--- src/design/i2o_queue_pkg.sv ---
// Constants for the I2O queue pointer register group.
// Assumes one 100 MHz clock domain and word-wide register accesses.
// Functional notes
// RULE_01: Writing one to bump steps inbound free top.
// RULE_02: Writing one to bump steps inbound post bottom.
// RULE_03: Processor loads post bottom, then only bumps it.
// RULE_04: Each inbound queue write steps post top by four; the code drops the step when a post top load lands in the same cycle.
// RULE_05: Software starts post bottom and top equal.
// RULE_06: Post list empty when bottom equals top.
// RULE_07: Out free bottom steps by four on bump.
// RULE_08: Out free list empty when bottom equals top.
// RULE_09: Base field reads only; offset field read/write.
// RULE_10: Pointed location is base plus offset.
// RULE_11: Size code limits which offset bits increment.
// RULE_12: Offset bits one and zero always read zero.
package i2o_queue_pkg;
    localparam int ADDR_W = 12;
    localparam int DATA_W = 32;
    localparam int BASE_W = 12;
    localparam int OFFSET_W = 18;
    localparam int SIZE_W = 3;

    localparam logic [11:0] IN_FREE_TOP_BUMP_OFF = 12'h518;
    localparam logic [11:0] IN_POST_BOTTOM_PTR_OFF = 12'h51c;
    localparam logic [11:0] IN_POST_BOTTOM_BUMP_OFF = 12'h520;
    localparam logic [11:0] IN_POST_TOP_PTR_OFF = 12'h524;
    localparam logic [11:0] OUT_FREE_BOTTOM_PTR_OFF = 12'h528;
    localparam logic [11:0] OUT_FREE_BOTTOM_BUMP_OFF = 12'h52c;

    localparam int STEP_STROBE_BIT = 0;
    localparam int BASE_LSB = 20;
    localparam int ALIGN_BITS = 2;
    localparam logic [17:0] OFFSET_RESET = 18'h00000;
    localparam logic [17:0] STEP_AMOUNT = 18'h00004;
    localparam logic [2:0] SIZE_CODE_MAX = 3'h4;
    localparam int STEP_HI_BASE = 9;
    localparam logic [31:0] UNMAPPED_READ = 32'h00000000;
endpackage

--- src/design/queue_pointer_cell.sv ---
// One queue pointer offset with load and wrap-limited step.
// Assumes load and step are single-cycle strobes from the same clock.
`timescale 1ns/10ps
`default_nettype none
module queue_pointer_cell #(
    parameter int OFFSET_W = 18
) (
    input wire logic clk_i,                   // System clock
    input wire logic rst_i,                   // Synchronous reset, active high
    input wire logic load_i,                  // Load new offset
    input wire logic [OFFSET_W-1:0] load_val_i, // Offset to load
    input wire logic step_i,                  // Advance by one entry
    input wire logic [2:0] size_code_i,       // Queue size code
    output logic [OFFSET_W-1:0] offset_o      // Current offset
);
    // Step mask and alignment assume the 18-bit offset layout
    if (OFFSET_W != i2o_queue_pkg::OFFSET_W) begin : g_bad_width
        $error("queue_pointer_cell supports only the 18-bit offset");
    end

    logic [OFFSET_W-1:0] offset_ff;

    // Mask of bits that may change on a step; codes above the top clamp
    function automatic logic [OFFSET_W-1:0] step_mask(input logic [2:0] code);
        logic [2:0] c;
        logic [OFFSET_W-1:0] m;
        int hi;
        c = (code > i2o_queue_pkg::SIZE_CODE_MAX) ? i2o_queue_pkg::SIZE_CODE_MAX : code;
        hi = i2o_queue_pkg::STEP_HI_BASE + 2 * int'(c);
        m = '0;
        for (int i = i2o_queue_pkg::ALIGN_BITS; i < OFFSET_W; i++) begin
            if (i <= hi) begin
                m[i] = 1'b1;
            end
        end
        return m;
    endfunction

    logic [OFFSET_W-1:0] mask;
    logic [OFFSET_W-1:0] nxt_step;
    assign mask = step_mask(size_code_i);
    // Upper bits hold still so the pointer wraps inside its circular queue
    assign nxt_step = (offset_ff & ~mask) | ((offset_ff + i2o_queue_pkg::STEP_AMOUNT) & mask); // RULE_11

    // A load wins over a step landing in the same cycle
    always_ff @(posedge clk_i) begin
        if (rst_i) begin
            offset_ff <= i2o_queue_pkg::OFFSET_RESET;
        end else if (load_i) begin
            offset_ff <= {load_val_i[OFFSET_W-1:2], 2'b00}; // RULE_12
        end else if (step_i) begin
            offset_ff <= nxt_step;
        end
    end

    assign offset_o = offset_ff;
endmodule
`default_nettype wire

--- src/design/i2o_queue_pointer_regs.sv ---
// I2O pointer registers: inbound post bottom/top, outbound free bottom,
// and the bump strobes for inbound free top, inbound post bottom and outbound free bottom.
// Assumes a single-cycle register port in the clk_i domain; base address,
// size code and the foreign top pointer come from neighbouring registers.
`timescale 1ns/10ps
`default_nettype none
module i2o_queue_pointer_regs (
    input wire logic clk_i,                   // System clock, 100 MHz
    input wire logic rst_i,                   // Primary reset, sync, high
    input wire logic [11:0] reg_addr_i,       // Register byte offset
    input wire logic reg_wr_i,                // Register write strobe
    input wire logic reg_rd_i,                // Register read strobe
    input wire logic [31:0] reg_wdata_i,      // Register write data
    output logic [31:0] reg_rdata_o,          // Read data, one cycle later
    input wire logic [11:0] queue_base_address_i, // Queue block base
    input wire logic [2:0] queue_size_i,      // Queue size code
    input wire logic inbound_queue_write_i,   // PCI write to inbound queue
    input wire logic [17:0] out_free_top_offset_i, // Out free top offset
    output logic in_free_top_step_o,          // Step inbound free top
    output logic [31:0] in_post_bottom_addr_o, // Post bottom location
    output logic [31:0] in_post_top_addr_o,   // Post top location
    output logic [31:0] out_free_bottom_addr_o, // Out free bottom location
    output logic in_post_empty_o,             // Inbound post list empty
    output logic out_free_empty_o             // Outbound free list empty
);
    localparam int OW = i2o_queue_pkg::OFFSET_W;

    logic [OW-1:0] in_post_bottom_off;
    logic [OW-1:0] in_post_top_off;
    logic [OW-1:0] out_free_bottom_off;
    logic [31:0] rdata_ff;
    logic wr_bit;

    // Base above, two reserved zero bits, then the offset field
    function automatic logic [31:0] pointer_word(input logic [11:0] base,
                                                 input logic [17:0] off);
        return {base, 2'b00, off};
    endfunction

    function automatic logic hit(input logic [11:0] a, input logic [11:0] off);
        return a == off;
    endfunction

    assign wr_bit = reg_wdata_i[i2o_queue_pkg::STEP_STROBE_BIT];

    // Strobe register holds nothing: it only pulses the neighbour pointer
    assign in_free_top_step_o = reg_wr_i && wr_bit &&
        hit(reg_addr_i, i2o_queue_pkg::IN_FREE_TOP_BUMP_OFF); // RULE_01

    queue_pointer_cell #(.OFFSET_W(OW)) u_in_post_bottom (
        .clk_i(clk_i),
        .rst_i(rst_i),
        .load_i(reg_wr_i && hit(reg_addr_i, i2o_queue_pkg::IN_POST_BOTTOM_PTR_OFF)), // RULE_03
        .load_val_i(reg_wdata_i[OW-1:0]),
        .step_i(reg_wr_i && wr_bit &&
                hit(reg_addr_i, i2o_queue_pkg::IN_POST_BOTTOM_BUMP_OFF)), // RULE_02
        .size_code_i(queue_size_i),
        .offset_o(in_post_bottom_off)
    );

    queue_pointer_cell #(.OFFSET_W(OW)) u_in_post_top (
        .clk_i(clk_i),
        .rst_i(rst_i),
        .load_i(reg_wr_i && hit(reg_addr_i, i2o_queue_pkg::IN_POST_TOP_PTR_OFF)),
        .load_val_i(reg_wdata_i[OW-1:0]),
        .step_i(inbound_queue_write_i), // RULE_04
        .size_code_i(queue_size_i),
        .offset_o(in_post_top_off)
    );

    queue_pointer_cell #(.OFFSET_W(OW)) u_out_free_bottom (
        .clk_i(clk_i),
        .rst_i(rst_i),
        .load_i(reg_wr_i && hit(reg_addr_i, i2o_queue_pkg::OUT_FREE_BOTTOM_PTR_OFF)),
        .load_val_i(reg_wdata_i[OW-1:0]),
        .step_i(reg_wr_i && wr_bit &&
                hit(reg_addr_i, i2o_queue_pkg::OUT_FREE_BOTTOM_BUMP_OFF)), // RULE_07
        .size_code_i(queue_size_i),
        .offset_o(out_free_bottom_off)
    );

    // Bump registers and unmapped offsets read back as zero
    always_ff @(posedge clk_i) begin
        if (rst_i) begin
            rdata_ff <= i2o_queue_pkg::UNMAPPED_READ;
        end else if (reg_rd_i) begin
            case (reg_addr_i)
                i2o_queue_pkg::IN_POST_BOTTOM_PTR_OFF: begin
                    rdata_ff <= pointer_word(queue_base_address_i, in_post_bottom_off); // RULE_09
                end
                i2o_queue_pkg::IN_POST_TOP_PTR_OFF: begin
                    rdata_ff <= pointer_word(queue_base_address_i, in_post_top_off); // RULE_09
                end
                i2o_queue_pkg::OUT_FREE_BOTTOM_PTR_OFF: begin
                    rdata_ff <= pointer_word(queue_base_address_i, out_free_bottom_off); // RULE_09
                end
                default: begin
                    rdata_ff <= i2o_queue_pkg::UNMAPPED_READ;
                end
            endcase
        end
    end

    assign reg_rdata_o = rdata_ff;

    // The 1 MB block base is the high twelve bits, so the sum is a join
    assign in_post_bottom_addr_o = pointer_word(queue_base_address_i, in_post_bottom_off); // RULE_10
    assign in_post_top_addr_o = pointer_word(queue_base_address_i, in_post_top_off); // RULE_10
    assign out_free_bottom_addr_o = pointer_word(queue_base_address_i, out_free_bottom_off); // RULE_10

    // Only meaningful once software has started both pointers equal
    assign in_post_empty_o = (in_post_bottom_off == in_post_top_off); // RULE_06 RULE_05
    assign out_free_empty_o = (out_free_bottom_off == out_free_top_offset_i); // RULE_08
endmodule
`default_nettype wire

--- config.mk ---
export PLATFORM = sky130hd
export DESIGN_NAME = i2o_queue_pointer_regs
export DESIGN_NICKNAME = d
export VERILOG_FILES = /design/src/design/i2o_queue_pkg.sv /design/src/design/queue_pointer_cell.sv /design/src/design/i2o_queue_pointer_regs.sv
export SDC_FILE = /design/constraint.sdc
export NUM_CORES = 1
export LEC_CHECK = 0
export BUFFER_PORTS_ARGS = -buffer_cell sky130_fd_sc_hd__buf_2
export CAP_MARGIN = 20
export CELL_PAD_IN_SITES_DETAIL_PLACEMENT = 2
export CELL_PAD_IN_SITES_GLOBAL_PLACEMENT = 2
export CORE_MARGIN = 2
export CORE_UTILIZATION = 23
export CTS_CLUSTER_DIAMETER = 60
export DETAILED_ROUTE_END_ITERATION = 8
export HOLD_SLACK_MARGIN = 0.05
export PLACE_DENSITY_LB_ADDON = 0.08
export SETUP_SLACK_MARGIN = 0.4
export SYNTH_ARGS = -nofsm -noshare
export SYNTH_HDL_FRONTEND = slang
export SYNTH_SLANG_ARGS = --single-unit
export TNS_END_PERCENT = 10
--- constraint.sdc ---
create_clock -name clk_i -period 2.1 [get_ports clk_i]
set_clock_uncertainty 0.15 [all_clocks]
set_input_delay 0.105 -clock clk_i [delete_from_list [all_inputs] [get_ports clk_i]]
set_output_delay 0.105 -clock clk_i [all_outputs]
set_load 0.03 [all_outputs]
# Word-level counts from Yosys, hierarchy flattened
# Index checks and enable logic that the tools add are counted.
# Widths: inputs -> output; s select.
[word_totals]
inputBits = 82
elab_cells = 83
regBits = 86
[classes]
bitwise_logic = 10
addsub = 4
reduce_logical = 13
n_eq_ne = 8
mux = 24
order_cmp = 17
[ops]
columns = ["cell", "count"]
rows = [
  ["$le 5x32->1 const A", 5],
  ["$le 4x32->1 const A", 4],
  ["$and 18x18->18", 6],
  ["$mux 18", 6],
  ["$pmux 32 s3", 1],
  ["$eq 12x11->1 const B", 6],
  ["$le 3x32->1 const A", 2],
  ["$le 6x32->1 const A", 2],
  ["$add 18x3->18 const B", 3],
  ["$or 18x18->18", 3],
  ["$eq 18x18->1", 2],
  ["$not 18->18", 1],
  ["$mux 1", 16],
  ["$le 4x5->1 const A", 3],
  ["$logic_and 1x1->1", 7],
  ["$reduce_bool 2->1", 3],
  ["$reduce_or 2->1", 3],
  ["$add 4x4->5 const A", 1],
  ["$gt 3x3->1 const B", 1],
  ["$mux 3", 1],
]

# Logic depth before layout (Yosys ltp)
[depth]
depth_word = 10
ltp_mapped = 8

# Hierarchy
# Synthesis repeated with hierarchy kept, for this count alone.
[hier_totals]
hier_cells = 647
area_unflattened_um2 = 5365.1
[by_module_without_submodules]
columns = ["mod", "n_inst", "area_per_inst_um2", "cells_per_inst"]
rows = [
  ["queue_pointer_cell", 3, 991.0, 119],
  ["i2o_queue_pointer_regs", 1, 2392.3, 290],
]

# Worst setup path after synthesis
# No wires, ideal clock.
[synth_path]
kind = "reg-to-output"
from = "register u_out_free_bottom.offset_ff[7] (netlist: u_out_free_bottom.offset_o[7])"
to = "output port out_free_empty_o"
t_arrival_ps = 2131
path_slack_ps = -286
stages_incl_launch_ff = 6
cell_sequence = "dfxtp_1 -> clkbuf_1 -> xor2_1 -> nor4_1 -> nand4_1 -> nor4_1"
[synth_between]
elab_chain_len = 1
[synth_rtl]
columns = ["element", "line_no", "text"]
rows = [
  ["start: declaration", "queue_pointer_cell.sv:21", "logic [OFFSET_W-1:0] offset_ff;"],
  ["start signal: assignment", "queue_pointer_cell.sv:48", "offset_ff <= i2o_queue_pkg::OFFSET_RESET;"],
  ["start signal: assignment", "queue_pointer_cell.sv:50", "offset_ff <= {load_val_i[OFFSET_W-1:2], 2'b00};"],
  ["start signal: assignment", "queue_pointer_cell.sv:52", "offset_ff <= nxt_step;"],
  ["$eq 18x18->1", "i2o_queue_pointer_regs.sv:113", "assign out_free_empty_o = (out_free_bottom_off == out_free_top_offset_i);"],
  ["end: declaration", "i2o_queue_pointer_regs.sv:24", "output logic out_free_empty_o"],
]
# No other way between the ends.

# Final worst setup path
[layout_path]
from = "register u_out_free_bottom.offset_ff[9] (netlist: u_out_free_bottom.offset_o[9])"
to = "output port out_free_empty_o"
# Same word-level chain as after synthesis.

==> results.md <==
Floorplan:
- The total core area is a little over 20000 µm².
- The die covers 22100 µm².
- ~210 I/O pins were placed.
- The die extent in x is ~150 µm.
- The floorplan has 52 rows.
- Measured along the y axis, the die boundary spans 149 µm.
- The initial utilization of the core area, before any placement, comes to 23.6%.

Cells and area:
- From synthesis to final layout, the design area changed by 60.3%.
- Summing all multi-input logic gate instances after layout gives 3310 µm².
- The number of nets in the layout is 924.
- The number of inserted diodes is 0.
- Cells with a size suffix above 1 make up 49.2% of the layout.
- Counting the fill cells in the layout gives 2287.
- The final standard cell area without fillers is 7710 µm².
- The storage element area is about 1600 µm².

Route:
- The final layout contains routed wiring with a total length of approximately 25000 µm.
- The count of nets left with antenna violations once routing finished came out at 0.
- For this run, design rule violations remaining after detail routing come to 0.
- For this block, the via count after detailed routing is 5598.
- The average detailed-routed wire length per instance is 22.4 µm.
- The number of violations reported at the end of detailed-routing iteration 0 is 242.
- The ratio of routed vias to standard cells is about 5.
- The first detailed-routing pass ran for 4 iterations.

Placement:
- The total half-perimeter wirelength after legalization and detailed placement is 18600 µm.
- The number of port buffers is between 150 and 200.
- At the end of routability-driven placement, the weighted congestion stood at 0.810.
- The post-detailed-placement cell area is 6240 µm².

Power:
- The part of the power in combinational logic is 14.6%.
- Net switching is between 20% and 30% of the power.
- Registers are responsible for 37.4% of the overall power.
- The share of total power dissipated in the clock network is a little under half.
- Across the VDD grid, the largest voltage drop is about 0.37 mV.
- The analysis attributes to net switching a power of 1.05 mW.
- The areal power density over the cells is between 400 and 500 nW/µm².
- Cell internal power was estimated by the tool at approximately 2.8 mW.
- For this design the static power due to leakage is 3.25 nW.
- Total power for the finished layout comes to 3.84 mW.

Critical path:
- Along the worst path, the maximum fanout reaches 8.
- The delay of the slowest cell on the worst path is around 0.33 ns.
- The worst setup path is launched from a register.
- The data required time at the worst endpoint is 1.85 ns.
- Among all stages on the critical path, the largest delay is contributed by dfxtp_2.
- The most numerous cell type found on the critical path is nor4_2.
- The setup path with the least slack is of type register to primary output.
- The signal on the critical path passes through buf_6, xor2_1, nor4_2, nand4_1, nor4_2, buf_4.
- STA puts the critical path data arrival time at 1.86 ns.
- The endpoint class of the critical path is a primary output.

Clock network:
- The number of levels the H-tree was split into is 3.
- Clock tree synthesis found a total of 76 sinks.
- The buffer levels on the longest clock path is 2.
- The CTS root buffer is clkbuf_16.
- The clock tree from TritonCTS is yes.
- At the later pin of the worst-skew pair, clock insertion delay measures ~0.35 ns.
- The number of buffers inserted during clock tree synthesis is 9.
- The clock input transition at the sequential cells of the worst setup and hold paths is 0.06 ns.

STA:
- Setup repair after global routing could not meet its margin everywhere.
- The final period utilization is 101%.
- The worst pin sits at a relative slew slack of 53.2%.
- The worst-margin pin slew is 0.702 ns.
- The least setup slack across all paths after layout is -0.0174 ns.
- Hold timing on the final database bottoms out at a slack of 0.0544 ns.
- Summed over all failing endpoints, the final setup total negative slack is -0.0174 ns.
- Setup violations remaining at the end of the flow were counted as 1.
- After layout, the minimum clock period comes to approximately 2.1 ns.
- The max-slew violation total from the final report is 0.
- The final-report hold violation count is 0.
- The fmax is 0.472 GHz.

Synth:
- Sequential cells were found to cover a little under a third of the synthesized design area.
- The cell count after synthesis came out at slightly above 600.
- The cell area that synthesis handed to floorplanning was 4810 µm².
- The number of enable-type register cells in the synthesized netlist is 0.
- After synthesis, the mean cell area works out to roughly 8 µm².
- Synthesis inferred 76 register bits.
- The proportion of synthesized flip-flops having asynchronous set or reset is 0%.
- Among all flip-flop cells after synthesis, the most frequent one is dfxtp_1.
- Counting distinct cell types in the post-synthesis netlist gives 48.
- The number of synthesis warnings is 0.

Run:
- The tool flagged a number of max-cap violations equal to 0.

Global routing:
- The number of global-route vias before repair was slightly below 6000.
- The largest net degree at the start of global routing is 33.
- The first global-routing pass estimated 37200 µm of wire.
- The initial antenna violation count is 0.
- The global-route usage over all layers is 22.5%.
- Global routing finished with a remaining overflow of 0.

Outcome:
- The flow ran to the end, but the final reports show violations.
- The checks that failed: negative setup slack.

Worst hold path:
- The kind of path behind the tightest hold check is input pin to register.
kinds of logic after synthesis:
family	after synthesis	synth area share (%)
fa+ha+maj	3	0.781
xor+xnor	59	10.7
buf+inv	101	12.2
mux	2	0.416
simple gates	229	25.3
compound gates	133	18.9
other cells	1	0.0780
flops	76	31.6
cells in the final DEF (no fill, tap or decap), drive strengths merged, types with 16 or more instances in the layout:
master and instances:
nand4 27, nand3 21, conb 16, xor2 34, a211oi 32, nor2 67, nand2 40, dfxtp 76
a21oi 29, o21ai 18, dlygate4sd3 30, xnor2 25, a22oi 19, buf 275
power by group through the flow:
stage | sequential [mW] | combinational [mW] | clock (mW)
2_1_floorplan | 1.50 | 0.304 | 0
6_report | 1.44 | 0.559 | 1.84
5_1_grt | 1.44 | 0.593 | 1.94
3_5_place_dp | 1.48 | 0.473 | 0
3_3_place_gp | 1.48 | 0.463 | 0
4_1_cts | 1.44 | 0.545 | 1.88
Yosys cell counts (7+ instances only):
cell type | instances | area share [%]
and3_1 | 10 | 1.3
a22oi_1 | 19 | 3.0
nor4_1 | 7 | 0.91
nand3_1 | 21 | 2.2
nor2_1 | 67 | 5.2
o21ai_0 | 18 | 1.9
xor2_1 | 34 | 6.2
nor3_1 | 14 | 1.5
xnor2_1 | 25 | 4.6
nand2_1 | 40 | 3.1
nand4_1 | 27 | 3.5
a211oi_1 | 32 | 5.0
dfxtp_1 | 76 | 32
a22o_1 | 13 | 2.4
clkbuf_1 | 41 | 3.2
a21oi_1 | 28 | 2.9
buf_4 | 52 | 8.1
path summary, 6_finish.rpt:
path                                               endpoint  cells past startpoint                                       start  slack, ns
worst min register to register  reg_rdata_o[2]$_SDFFE_PP0P_                      2                 reg_rdata_o[2]$_SDFFE_PP0P_       0.30
worst min-delay path                               register                      4                       inbound_queue_write_i       0.05
worst max register to register                     register                      7  u_out_free_bottom.offset_o[3]$_SDFFE_PP0P_       0.02
worst max-delay path                       out_free_empty_o                      6  u_out_free_bottom.offset_o[9]$_SDFFE_PP0P_      -0.02
metal layers:
metal  global-route usage, %  wire length (µm)  share of wire (%)  up-vias
li1                        -                 -                  -     2605
met1                    29.9             11100                 45     2831
met2                    38.6             12400                 50      146
met3                    2.79              1140                4.6       16
met4                    5.71               340                1.4        0
met5                       0                 0                  0        -
area by class of cell:
cell class	count	share of cell area [%]
clock buffer	9	2.92
timing repair buffer	305	27.2
multi-input combinational	442	42.9
sequential	76	20.9
inverter	5	0.243
clock inverter	6	1.43
tap	270	4.38
repair_timing:
| item | in CTS | in global routing |
|---|---|---|
| gates resized for setup | 115 | 65 |
| setup buffers | 9 | 6 |
| hold buffers | 30 | 0 |
| endpoints found under the setup margin | 68 | 54 |
| hold endpoints to repair | 59 | 0 |
| pin swaps | 67 | 82 |
stage by stage:
stage / setup WS, ns / utilization (%) / instances
6_report: -0.0174 / 37.9 / 1113
5_1_grt: -0.130 / 37.9 / 1113
4_1_cts: -0.0198 / 36.3 / 1107
3_5_place_dp: -0.180 / 30.6 / 1053
3_3_place_gp: -0.131 / 30.6 / 1053
2_1_floorplan: -0.0374 / - / 619
worst max-delay path, delay by kind of cell, from the launching register on:
kind                   cells  cell delay (ns)
XOR/XNOR                   1             0.16
buffers and inverters      2             0.35
flip-flops                 1             0.33
AND/OR/NAND/NOR            3             0.66
Power figures use the tool's default switching activity.
